<file path="src/include/ocp_seq_pkg.sv">
/*
 * Constants and state encoding for the overcurrent window and retry
 * sequencer. Assumes a 100 MHz ref_clk and an external switching clock
 * strobe, one pulse per switching cycle.
 */
package ocp_seq_pkg;
  // clock and quantisation of the on-time
  localparam int CLK_PERIOD_NS = 10;
  localparam int QUANTUM_NS = 10;
  localparam int QUANTUM_CYCLES = (QUANTUM_NS + CLK_PERIOD_NS - 1) / CLK_PERIOD_NS;
  localparam int QT_W = 4;
  // on-time counter width, in quanta
  localparam int ON_W = 8;
  localparam logic [ON_W-1:0] ON_MAX = 8'hff;
  // window is 3/4 of the prior on-time
  localparam int WINDOW_NUM = 3;
  localparam int WINDOW_SHIFT = 2;
  // trip setting code
  localparam int TRIP_W = 6;
  localparam logic [TRIP_W-1:0] TRIP_RST = 6'h00;
  // soft-start: 32 steps, 64 switching cycles each
  localparam int LEVEL_W = 6;
  localparam int STEP_W = 6;
  localparam logic [LEVEL_W-1:0] SS_STEPS = 6'h20;
  localparam int SS_STEP_CYCLES = 32'h40;
  localparam logic [STEP_W-1:0] SS_STEP_LAST = STEP_W'(SS_STEP_CYCLES - 1);
  // retry wait: four soft-start durations, in switching cycles
  localparam int WAIT_W = 14;
  localparam int RETRY_SS_PERIODS = 4;
  localparam logic [WAIT_W-1:0] RETRY_WAIT_CYCLES = WAIT_W'(RETRY_SS_PERIODS * int'(SS_STEPS) * SS_STEP_CYCLES);
  // sequencer states
  typedef enum logic [2:0] {
    ST_CAPTURE,
    ST_SOFT,
    ST_RUN,
    ST_FINISH,
    ST_HALF,
    ST_WAIT
  } seq_state_e;
endpackage : ocp_seq_pkg

</file>
<file path="src/rtl/on_time_meter.sv">
/*
 * Measures high-side on-time in fixed quanta and opens the sense window
 * for up to 3/4 of the previous cycle's on-time. Assumes highOn is the
 * registered high-side gate drive of the same clock domain.
 */
`timescale 1ns/100ps
module on_time_meter (
  // clock, reset, enable
  input wire logic ref_clk,
  input wire logic rst_n,
  input wire logic clkEn,
  // gate state
  input wire logic highOn,
  // measurement
  output logic [ocp_seq_pkg::ON_W-1:0] windowLen,
  output logic [ocp_seq_pkg::ON_W-1:0] halfLen,
  output logic windowOpen
);
  import ocp_seq_pkg::*;

  logic [QT_W-1:0] qtFf, nxt_qt;
  logic [ON_W-1:0] onCountFf, nxt_onCount;
  logic [ON_W-1:0] prevOnFf, nxt_prevOn;
  logic lastHighFf, nxt_lastHigh;
  logic [ON_W+1:0] scaled;

  ////////////////////////////////////////////////////////////////////////
  // quantum ticks and on-time count, latched at the high-side fall
  always_comb begin
    nxt_prevOn = prevOnFf;
    nxt_lastHigh = highOn;
    // a rising edge restarts the count, and its own clock counts too
    if (highOn && !lastHighFf) begin
      nxt_qt = '0;
      nxt_onCount = '0;
    end else begin
      nxt_qt = qtFf;
      nxt_onCount = onCountFf;
    end
    if (highOn) begin
      if (nxt_qt == QT_W'(QUANTUM_CYCLES - 1)) begin
        nxt_qt = '0;
        if (nxt_onCount != ON_MAX) begin
          nxt_onCount = nxt_onCount + 1'b1; // saturates
        end
      end else begin
        nxt_qt = nxt_qt + 1'b1;
      end
    end
    if (lastHighFf && !highOn) begin
      nxt_prevOn = onCountFf;
    end
  end

  always_ff @(posedge ref_clk or negedge rst_n) begin
    if (!rst_n) begin
      qtFf <= '0;
      onCountFf <= '0;
      prevOnFf <= '0;
      lastHighFf <= 1'b0;
    end else if (clkEn) begin
      qtFf <= nxt_qt;
      onCountFf <= nxt_onCount;
      prevOnFf <= nxt_prevOn;
      lastHighFf <= nxt_lastHigh;
    end
  end

  ////////////////////////////////////////////////////////////////////////
  // window and half lengths from the prior on-time
  always_comb begin
    scaled = ({2'b00, prevOnFf} * (ON_W+2)'(WINDOW_NUM)) >> WINDOW_SHIFT;
    windowLen = scaled[ON_W-1:0];
    halfLen = prevOnFf >> 1;
    windowOpen = highOn && lastHighFf && (onCountFf < windowLen);
  end

  chk_prev_latch: assert property (@(posedge ref_clk) disable iff (!rst_n)
    (clkEn && lastHighFf && !highOn) |=> prevOnFf == $past(onCountFf)) else $error("on-time not latched");
  chk_window_bound: assert property (@(posedge ref_clk) disable iff (!rst_n)
    windowOpen |-> (highOn && onCountFf < ((prevOnFf * 3) >> 2))) else $error("window past 3/4");
endmodule : on_time_meter

</file>
<file path="src/rtl/overcurrent_window_retry_sequencer.sv">
/*
 * Overcurrent sense window, soft-start stepping and shutdown-retry
 * sequencing for a synchronous buck controller. Assumes cycleStart pulses
 * once per switching cycle, pwmHighReq comes from the PWM latch, and
 * tripCodeValid strobes once the trip setting conversion is done.
 */
`timescale 1ns/100ps
// What this block does
// - sense only within first 3/4 on-time
// - window from prior on-time, 10 ns quanta
// - comparator high inside window means fault in soft-start or run
// - soft-start doubles trip reference, then normal
// - on fault finish cycle, then half pulse
// - gates off, wait four soft-starts, retry
// - soft-start: 32 steps of 64 cycles
// - capture six-bit trip code before soft-start
module overcurrent_window_retry_sequencer #(
  parameter logic [ocp_seq_pkg::WAIT_W-1:0] RETRY_WAIT_CYCLES = ocp_seq_pkg::RETRY_WAIT_CYCLES
) (
  // clock, reset, enable
  input wire logic ref_clk,
  input wire logic rst_n,
  input wire logic clkEn,
  // switching timing
  input wire logic cycleStart,
  input wire logic pwmHighReq,
  // current sense
  input wire logic overcurrentComparator,
  input wire logic [ocp_seq_pkg::TRIP_W-1:0] tripCode,
  input wire logic tripCodeValid,
  // gate drivers
  output logic high_side_gate_drive,
  output logic low_side_gate_drive,
  // reference and status
  output logic [ocp_seq_pkg::TRIP_W:0] limitReference,
  output logic [ocp_seq_pkg::LEVEL_W-1:0] softRefLevel,
  output logic softStartActive,
  output logic overcurrentFault
);
  import ocp_seq_pkg::*;

  seq_state_e stateFf, nxt_state;
  logic [TRIP_W-1:0] tripHeldFf, nxt_tripHeld;
  logic [LEVEL_W-1:0] levelFf, nxt_level;
  logic [STEP_W-1:0] stepCycFf, nxt_stepCyc;
  logic [WAIT_W-1:0] waitCntFf, nxt_waitCnt;
  logic [ON_W-1:0] halfCntFf, nxt_halfCnt;
  logic hsFf, nxt_hs;
  logic lsFf, nxt_ls;
  logic [TRIP_W:0] refFf, nxt_ref;
  logic faultFf, nxt_fault;
  logic softFf, nxt_soft;
  logic windowOpen;
  logic [ON_W-1:0] windowLen;
  logic [ON_W-1:0] halfLen;
  logic trip;

  // states in which the gates follow the PWM latch
  function automatic logic follows_pwm(input seq_state_e s);
    follows_pwm = (s == ST_SOFT) || (s == ST_RUN) || (s == ST_FINISH);
  endfunction : follows_pwm

  // states in which a trip is acted on
  function automatic logic senses(input seq_state_e s);
    senses = (s == ST_SOFT) || (s == ST_RUN);
  endfunction : senses

  ////////////////////////////////////////////////////////////////////////
  // on-time measurement and sense window
  on_time_meter u_meter (
    .ref_clk(ref_clk),
    .rst_n(rst_n),
    .clkEn(clkEn),
    .highOn(hsFf),
    .windowLen(windowLen),
    .halfLen(halfLen),
    .windowOpen(windowOpen)
  );

  // comparator ignored outside the window
  assign trip = senses(stateFf) && windowOpen && overcurrentComparator;

  ////////////////////////////////////////////////////////////////////////
  // sequencer next state and counters
  always_comb begin
    nxt_state = stateFf;
    nxt_tripHeld = tripHeldFf;
    nxt_level = levelFf;
    nxt_stepCyc = stepCycFf;
    nxt_waitCnt = waitCntFf;
    nxt_halfCnt = halfCntFf;
    unique case (stateFf)
      ST_CAPTURE: begin
        if (tripCodeValid) begin
          nxt_tripHeld = tripCode;
          nxt_state = ST_SOFT;
        end
      end
      ST_SOFT: begin
        if (trip) begin
          nxt_state = ST_FINISH;
        end else if (cycleStart) begin
          if (stepCycFf == SS_STEP_LAST) begin
            nxt_stepCyc = '0;
            nxt_level = levelFf + 1'b1;
            if (levelFf == SS_STEPS - 1'b1) begin
              nxt_state = ST_RUN;
            end
          end else begin
            nxt_stepCyc = stepCycFf + 1'b1;
          end
        end
      end
      ST_RUN: begin
        if (trip) begin
          nxt_state = ST_FINISH;
        end
      end
      ST_FINISH: begin
        if (cycleStart) begin
          nxt_halfCnt = '0;
          nxt_state = ST_HALF;
        end
      end
      ST_HALF: begin
        if (halfCntFf >= halfLen) begin
          nxt_waitCnt = '0;
          nxt_state = ST_WAIT;
        end else begin
          nxt_halfCnt = halfCntFf + 1'b1;
        end
      end
      ST_WAIT: begin
        if (cycleStart) begin
          if (waitCntFf == RETRY_WAIT_CYCLES - 1'b1) begin
            nxt_level = '0;
            nxt_stepCyc = '0;
            nxt_state = ST_SOFT;
          end else begin
            nxt_waitCnt = waitCntFf + 1'b1;
          end
        end
      end
      default: begin
        nxt_state = ST_CAPTURE;
      end
    endcase
  end

  always_ff @(posedge ref_clk or negedge rst_n) begin
    if (!rst_n) begin
      stateFf <= ST_CAPTURE;
      tripHeldFf <= TRIP_RST;
      levelFf <= '0;
      stepCycFf <= '0;
      waitCntFf <= '0;
      halfCntFf <= '0;
    end else if (clkEn) begin
      stateFf <= nxt_state;
      tripHeldFf <= nxt_tripHeld;
      levelFf <= nxt_level;
      stepCycFf <= nxt_stepCyc;
      waitCntFf <= nxt_waitCnt;
      halfCntFf <= nxt_halfCnt;
    end
  end

  ////////////////////////////////////////////////////////////////////////
  // registered outputs: gates, reference, fault pulse
  always_comb begin
    nxt_hs = 1'b0;
    nxt_ls = 1'b0;
    // the cycle start that closes the finish cycle opens the half pulse instead
    if (follows_pwm(stateFf) && !(stateFf == ST_FINISH && cycleStart)) begin
      nxt_hs = pwmHighReq;
      nxt_ls = !pwmHighReq;
    end else if (stateFf == ST_HALF) begin
      nxt_hs = halfCntFf < halfLen;
    end
    if (stateFf == ST_SOFT) begin
      nxt_ref = {tripHeldFf, 1'b0};
    end else begin
      nxt_ref = {1'b0, tripHeldFf};
    end
    nxt_fault = trip;
    nxt_soft = (nxt_state == ST_SOFT);
  end

  always_ff @(posedge ref_clk or negedge rst_n) begin
    if (!rst_n) begin
      hsFf <= 1'b0;
      lsFf <= 1'b0;
      refFf <= '0;
      faultFf <= 1'b0;
      softFf <= 1'b0;
    end else if (clkEn) begin
      hsFf <= nxt_hs;
      lsFf <= nxt_ls;
      refFf <= nxt_ref;
      faultFf <= nxt_fault;
      softFf <= nxt_soft;
    end
  end

  assign high_side_gate_drive = hsFf;
  assign low_side_gate_drive = lsFf;
  assign limitReference = refFf;
  assign softRefLevel = levelFf;
  assign softStartActive = softFf;
  assign overcurrentFault = faultFf;

  ////////////////////////////////////////////////////////////////////////
  // checks
  chk_trip_in_window: assert property (@(posedge ref_clk) disable iff (!rst_n)
    (clkEn && senses(stateFf) && windowOpen && overcurrentComparator) |=> overcurrentFault) else $error("trip missed");
  chk_no_trip_outside: assert property (@(posedge ref_clk) disable iff (!rst_n)
    (clkEn && !windowOpen) |=> !overcurrentFault) else $error("trip outside window");
  chk_fault_finish: assert property (@(posedge ref_clk) disable iff (!rst_n)
    (clkEn && trip) |=> stateFf == ST_FINISH) else $error("fault not sequenced");
  chk_half_end: assert property (@(posedge ref_clk) disable iff (!rst_n)
    (clkEn && stateFf == ST_HALF && halfCntFf >= halfLen) |=> stateFf == ST_WAIT) else $error("half pulse overrun");
  chk_wait_gates_off: assert property (@(posedge ref_clk) disable iff (!rst_n)
    (clkEn && stateFf == ST_WAIT) |=> (!high_side_gate_drive && !low_side_gate_drive)) else $error("gate on in wait");
  chk_ss_double_ref: assert property (@(posedge ref_clk) disable iff (!rst_n)
    (clkEn && stateFf == ST_SOFT) |=> limitReference == {$past(tripHeldFf), 1'b0}) else $error("soft-start ref");
  chk_run_normal_ref: assert property (@(posedge ref_clk) disable iff (!rst_n)
    (clkEn && stateFf == ST_RUN) |=> limitReference == {1'b0, $past(tripHeldFf)}) else $error("run ref");
  chk_step_advance: assert property (@(posedge ref_clk) disable iff (!rst_n)
    (clkEn && stateFf == ST_SOFT && !trip && cycleStart && stepCycFf == SS_STEP_LAST)
    |=> (levelFf == $past(levelFf) + 6'h01 && stepCycFf == 6'h00)) else $error("step advance");
  chk_retry_restart: assert property (@(posedge ref_clk) disable iff (!rst_n)
    (clkEn && stateFf == ST_WAIT && cycleStart && waitCntFf == RETRY_WAIT_CYCLES - 1'b1)
    |=> (stateFf == ST_SOFT && levelFf == 6'h00 && stepCycFf == 6'h00)) else $error("retry restart");
endmodule : overcurrent_window_retry_sequencer

</file>
<file path="config.mk">
export PLATFORM = sky130hd
export DESIGN_NAME = overcurrent_window_retry_sequencer
export DESIGN_NICKNAME = d
export VERILOG_FILES = /design/src/include/ocp_seq_pkg.sv /design/src/rtl/on_time_meter.sv /design/src/rtl/overcurrent_window_retry_sequencer.sv
export SDC_FILE = /design/constraint.sdc
export NUM_CORES = 1
export LEC_CHECK = 0
export BUFFER_PORTS_ARGS = -buffer_cell sky130_fd_sc_hd__buf_4
export CAP_MARGIN = 20
export CORE_MARGIN = 2
export CORE_UTILIZATION = 47
export DETAILED_ROUTE_END_ITERATION = 8
export MAX_ROUTING_LAYER = met4
export PLACE_DENSITY_LB_ADDON = 0.15
export SYNTH_ARGS = -nofsm -noshare
export SYNTH_HDL_FRONTEND = slang
export SYNTH_SLANG_ARGS = --single-unit
</file>
<file path="constraint.sdc">
create_clock -name ref_clk -period 6 [get_ports ref_clk]
set_input_delay 0.3 -clock ref_clk [delete_from_list [all_inputs] [get_ports ref_clk]]
set_output_delay 0.3 -clock ref_clk [all_outputs]
set_load 0.02 [all_outputs]
</file>
* Word level (Yosys, flattened, before mapping)
Index checks and enable logic that the tools add are counted.
** Word-level totals
- Memory bits (writable) :: 0
- Logic and storage cells :: 108
- Memory bits (read-only) :: 0
- Output and inout port bits :: 17
- Input port bits :: 13
- Flip-flop bits (word level) :: 75
- Memories :: 0
- Latch bits :: 0
** Cells by class
- Bitwise gates (word level) :: 0
- Add/subtract/negate cells :: 6
- Div/mod/pow operators :: 0
- Reductions and logical operators :: 25
- Multipliers :: 1
- Equality and inequality tests :: 19
- Muxes and demuxes :: 39
- $lt $le $gt $ge :: 3
- Shifts and indexed selects :: 0
** Operators with widths (count)
- 6-bit two-way mux :: 8
- 8-bit two-way mux :: 6
- 14-bit two-way mux :: 3
- 3-bit two-way mux :: 10
- 14-bit one-hot mux with 2 select lines :: 1
- 6-bit one-hot mux with 2 select lines :: 2
- 3-bit one-hot mux with 6 select lines :: 1
- 8-bit by 1-bit adder with 8-bit output, second input constant :: 2
- 2-bit != test, second input constant :: 8
- 8-bit one-hot mux with 2 select lines :: 1
- 14-bit by 1-bit adder with 14-bit output, second input constant :: 1
- 14-bit by 13-bit == test with 1-bit output, second input constant :: 1
- 6-bit by 1-bit adder with 6-bit output, second input constant :: 2
- 4-bit two-way mux :: 3
- 8-bit by 2-bit multiplier with 10-bit output, second input constant :: 1
- 8-bit by 7-bit >= comparator with 1-bit output :: 1
- 1-bit logical AND :: 8
- 8-bit by 7-bit less-than comparator with 1-bit output :: 1
- 8-bit less-than comparator :: 1
- 8-bit != test, second input constant :: 1
- 7-bit two-way mux :: 1
- 7-bit AND reduction :: 1
- 3-bit by 1-bit == test with 1-bit output, second input constant :: 2
- 3-bit by 2-bit == test with 1-bit output, second input constant :: 2
- other kinds (16) :: 25

* Longest topological paths before layout
- Word-level depth :: 8
- Gate-level depth with buffers :: 16
- Depth with buffers taken out :: 15

* Hierarchy
From an unflattened synthesis, not the netlist that was laid out.
** Second synthesis, totals
- Cells, all modules :: 518
- Area, all modules :: 4700.8 um^2
** By module, submodules not included
- overcurrent_window_retry_sequencer :: sequential area each 1351.3 um^2, instances 1, cells each 332, area an instance 3022.9 um^2
- on_time_meter :: sequential area each 525.5 um^2, instances 1, cells each 186, area an instance 1677.9 um^2

* Least setup slack after synthesis
OpenSTA, ideal clock, no wires.
- Path type :: register to register
- Start :: reg u_meter.prevOnFf[1]
- End :: reg stateFf[0]
- Clock period less this slack :: 3.096 ns
- Slack :: 2.904 ns
- Cell stages (with the launch flop) :: 14
- Data arrival time :: 2.951 ns
- Setup time :: 0.145 ns
- Data required time :: 5.855 ns
- Path buffers :: 0
- Path through :: dfrtp_1 > ha_1 > a31o_2 > a21oi_1 > nor2_1 > a2111oi_0 > o21bai_1 > xnor2_1 > ha_1 > o211ai_1 > a31oi_1 > nor2_1 > o41ai_1 > o21ai_0
** Between the ends
- Word-level cells in the longest chain between the ends :: 7
- Elaborated cells between the ends (all ways) :: 10
- Classes of those cells :: 1 x mul; 2 x order compare; 4 x mux; 3 x reduce/logical
** RTL lines
- from (decl) :: line on_time_meter.sv:23 : logic [ON_W-1:0] prevOnFf, nxt_prevOn;
- from (signal assigned) :: line on_time_meter.sv:64 : prevOnFf <= nxt_prevOn;
- 8-bit by 2-bit multiplier with 10-bit output :: line on_time_meter.sv:72 : scaled = ({2'b00, prevOnFf} * (ON_W+2)'(WINDOW_NUM)) >> WINDOW_SHIFT;
- 8-bit less-than comparator :: line on_time_meter.sv:75 : windowOpen = highOn && lastHighFf && (onCountFf < windowLen);
- 1-bit logical AND :: line on_time_meter.sv:75
- 1-bit logical AND (2 in a row) :: line overcurrent_window_retry_sequencer.sv:81 : assign trip = senses(stateFf) && windowOpen && overcurrentComparator;
- 3-bit two-way mux, on equally long branches :: line overcurrent_window_retry_sequencer.sv:115, overcurrent_window_retry_sequencer.sv:100
- 3-bit one-hot mux with 6 select lines (*) :: line overcurrent_window_retry_sequencer.sv:92 : unique case (stateFf)
- to (signal assigned) :: line overcurrent_window_retry_sequencer.sv:159 : stateFf <= nxt_state;
- to (decl) :: line overcurrent_window_retry_sequencer.sv:42 : seq_state_e stateFf, nxt_state;
Every way passes the cells marked *; elsewhere a longest branch is shown, timed or not.
A chain may end at the register's enable or synchronous reset.

* Worst setup path after layout
Ends and elaborated chain as after synthesis.

==> out/qor.txt <==
DR pass1 iterations: 4
R2r endpoint: stateFf[0]$_DFFE_PN0P_
DR WL/cell: 15.8 um
Final net count: 555
Peak VDD IR: 0.000194 V
Worst-skew pair later-pin latency: 0.36 ns
Num ports: 30
Largest family of logic cells by synthesized area: compound AO/OA/AOI/OAI gates
Relative slew slack: 0.362
PostCTS Resize Cnt: 0
Vias: 3,705
Worst Skew: 0.0118 ns
Unrepaired setup endpoints after global routing: false
Final min period: 3.71 ns
CTS tree: done
Top cell type's share of synthesized area: 0.418
Synth cell count leaders: dfrtp_1 (75), o21ai_0 (51), nand2_1 (49)
DRC errors left: 0
CP Buf/Inv Count: 0
CTS Hold Bufs: 0
Post-synth EDFFs: 0
Leakage: 2.22 nW
CP max FO: 6
Largest net degree at the start of global routing: 76
Clock sink total: 75
Crit path from: u_meter.prevOnFf[1]$_DFFE_PN0P_
Synth Area in Simple Gates: 0.187
Rows: 35
#FFs+latches synth: 75
Setup violations, final: 0
Fill count: 862
Reg2Reg Launch Point: u_meter.prevOnFf[1]$_DFFE_PN0P_
PD cells: 346 nW/um^2
Post-synthesis adder-cell area fraction: 0.0853
Post-synth top flop: dfrtp_1
Antenna Nets Post-Route: 0
Achievable frequency: 270 MHz
Crit path to: stateFf[0]$_DFFE_PN0P_
Synthesized area: 4490 um^2
Core area: 9240 um^2
Fraction of layout instances using a drive strength above 1: 0.128
Final period utilization: 0.618
Outcome: finished clean
Area Overhead vs Synth: 11.1%
GPL Wtd Cong: 0.834
Initial Utilization: 0.486
Syn Area/Cell: 9.18 um^2
First-pass GRT wire length: 17,400 um
Worst-Margin Slew: 0.957 ns
Total Negative Setup Slacks: 0 ns
Distinct cell type count after synthesis: 60
Fin. max-slew vios: 0
I/O Buffers: 29
R2r setup slk: 2.29 ns
Final Hold Vio Count: 0
R2R cell count: 13
Synth warnings: 0
Worst setup EP type: flip-flop
Synth Area in Compound Gates: 0.194
Clock-pin transition on the worst setup and hold timing paths: 0.08 ns
Syn Nets: 532
Family with the most delay on the worst path: compound AO/OA/AOI/OAI gates
Die ar.: 10,400 um^2
Postcts setup bufs: 0
Iteration-0 DRC Markers: 181
Slowest CP cell: a2111oi_0
Die Span Y: 102 um
Worst min-delay path class: in -> async
Worst path cell trace: ha_1 -> a31o_2 -> a21oi_1 -> nor2_1 -> a2111oi_0 -> o21bai_1 -> xnor2_1 -> ha_1 -> o211ai_1 -> a31oi_1 -> nor2_1 -> o41ai_1 -> o21ai_0
Antenna Cells: 0
DPL Wire Length: 7090 um
Antenna violations before repair: 0
Clock tree buffer depth: 2
Drt total wl: 10,200 um
Clock root cell: clkbuf_8
CP Data Required Time: 6.21 ns
Critical path arrival: 3.92 ns
Synth Instances: 489
Most common cell in the netlist: dfrtp_1
Critical path class: reg -> reg
Num CTS Buffers: 9
Die Width: 102 um
Mux contribution to synthesized area: 0.0577
Vias in the first global route: 3,666
Total power: 1.73 mW
Crit path depth: 13
Vias/cell: 5.74
Fraction of registers with async set/reset: 1.00
Register area share after synthesis: 0.418
Setup crit start kind: flip-flop
Max-cap viol count: 0
Xor/xnor share of the synthesized area: 0.0195
H-tree levels: 3
GR Overflow Total: 0
Leading area contributor after synthesis: dfrtp_1
Synth top area cells: dfrtp_1 (42%), ha_1 (8.1%), o21ai_0 (5.7%)
Total GRT Usage: 0.218
Critical Path Max Stage Delay: 0.46 ns
-- worst register-to-register path, cell delays in order (launching register included) --
cell and delay [ns]:
dfrtp_1 0.45, ha_1 0.32, a31o_2 0.24, a21oi_1 0.29
nor2_1 0.08, a2111oi_0 0.46, o21bai_1 0.14, xnor2_1 0.15
ha_1 0.29, o211ai_1 0.09, a31oi_1 0.34, nor2_1 0.16
o41ai_1 0.42, o21ai_0 0.15
-- power breakdown --
part           internal [mW]  leakage (nW)  switching (mW)
Sequential             0.601         0.984           0.119
Clock                  0.213        0.0995           0.184
Combinational          0.249          1.14           0.362
-- state kept, by name (all words and copies together), names as in the netlist --
signal and cells:
waitCntFf 14, tripHeldFf 6, stepCycFf 6, overcurrentFault 1, low_side_gate_drive 1, softStartActive 1, high_side_gate_drive 1, u_meter.onCountFf 8
softRefLevel 6, stateFf 3, u_meter.lastHighFf 1, u_meter.prevOnFf 8, u_meter.qtFf 4, limitReference 7, halfCntFf 8
-- cell families (layout without fill, tap and decap cells) --
family	Yosys count	in the layout
compound gates	137	137
xor+xnor	10	10
fa+ha+maj	30	30
buf+inv	43	70
flops	75	75
mux	24	24
simple gates	170	170
-- per-stage QoR --
stage,util,setup slack (ns),instance area [um^2],cells,hold WS (ns)
2_1_floorplan,-,2.90,4490,489,0.00441
3_3_place_gp,0.519,2.56,4800,630,0.475
3_5_place_dp,0.519,2.42,4800,630,0.472
4_1_cts,0.540,2.37,4990,645,0.130
5_1_grt,0.540,1.97,4990,645,0.127
6_report,0.540,2.29,4990,645,0.0934
-- cell type report --
| type | count | area (um^2) | share of cell area |
|---|---|---|---|
| tap | 129 | 161 | 0.0323 |
| clock buffer | 13 | 159 | 0.0318 |
| sequential | 75 | 1880 | 0.376 |
| timing repair buffer | 30 | 225 | 0.0451 |
| multi-input combinational | 371 | 2440 | 0.489 |
| clock inverter | 2 | 35.0 | 0.00702 |
| inverter | 25 | 93.8 | 0.0188 |
-- worst min-delay path by stage --
stage                                    from                          endpoint  slack [ns]  cells after the start
floorplan                               rst_n          halfCntFf[0]$_DFFE_PN0P_       0.004                      0
global placement    waitCntFf[13]$_DFFE_PN0P_         waitCntFf[13]$_DFFE_PN0P_        0.47                      1
detailed placement  waitCntFf[13]$_DFFE_PN0P_         waitCntFf[13]$_DFFE_PN0P_        0.47                      1
CTS                                pwmHighReq   low_side_gate_drive$_DFFE_PN0P_        0.13                      2
global route                       pwmHighReq   low_side_gate_drive$_DFFE_PN0P_        0.13                      2
finish                                  rst_n  u_meter.onCountFf[2]$_DFFE_PN0P_        0.09                      1
-- layout by cell type (no fill, tap or decap), types with 6 or more instances in the layout --
| cell type | instances |
|---|---|
| ha_1 | 29 |
| nand4_1 | 8 |
| a21oi_1 | 21 |
| nor3_1 | 10 |
| o21ai_0 | 51 |
| mux2_2 | 15 |
| mux2i_1 | 9 |
| dfrtp_1 | 75 |
| nand2_1 | 49 |
| o31ai_1 | 6 |
| clkbuf_8 | 11 |
| nand2b_1 | 8 |
| a31oi_1 | 14 |
| nand3_1 | 31 |
| buf_4 | 30 |
| inv_1 | 25 |
| and3_1 | 10 |
| nor2_1 | 30 |
-- layer usage --
layer	part of all wire	global-route usage	up-vias	routed length [um]
met5	0	-	-	0
met4	0.012	0.0790	0	125
met3	0.037	0.0345	12	374
met2	0.46	0.326	77	4670
met1	0.49	0.300	1788	5000
li1	-	-	1828	-
Power figures use the tool's default switching activity.
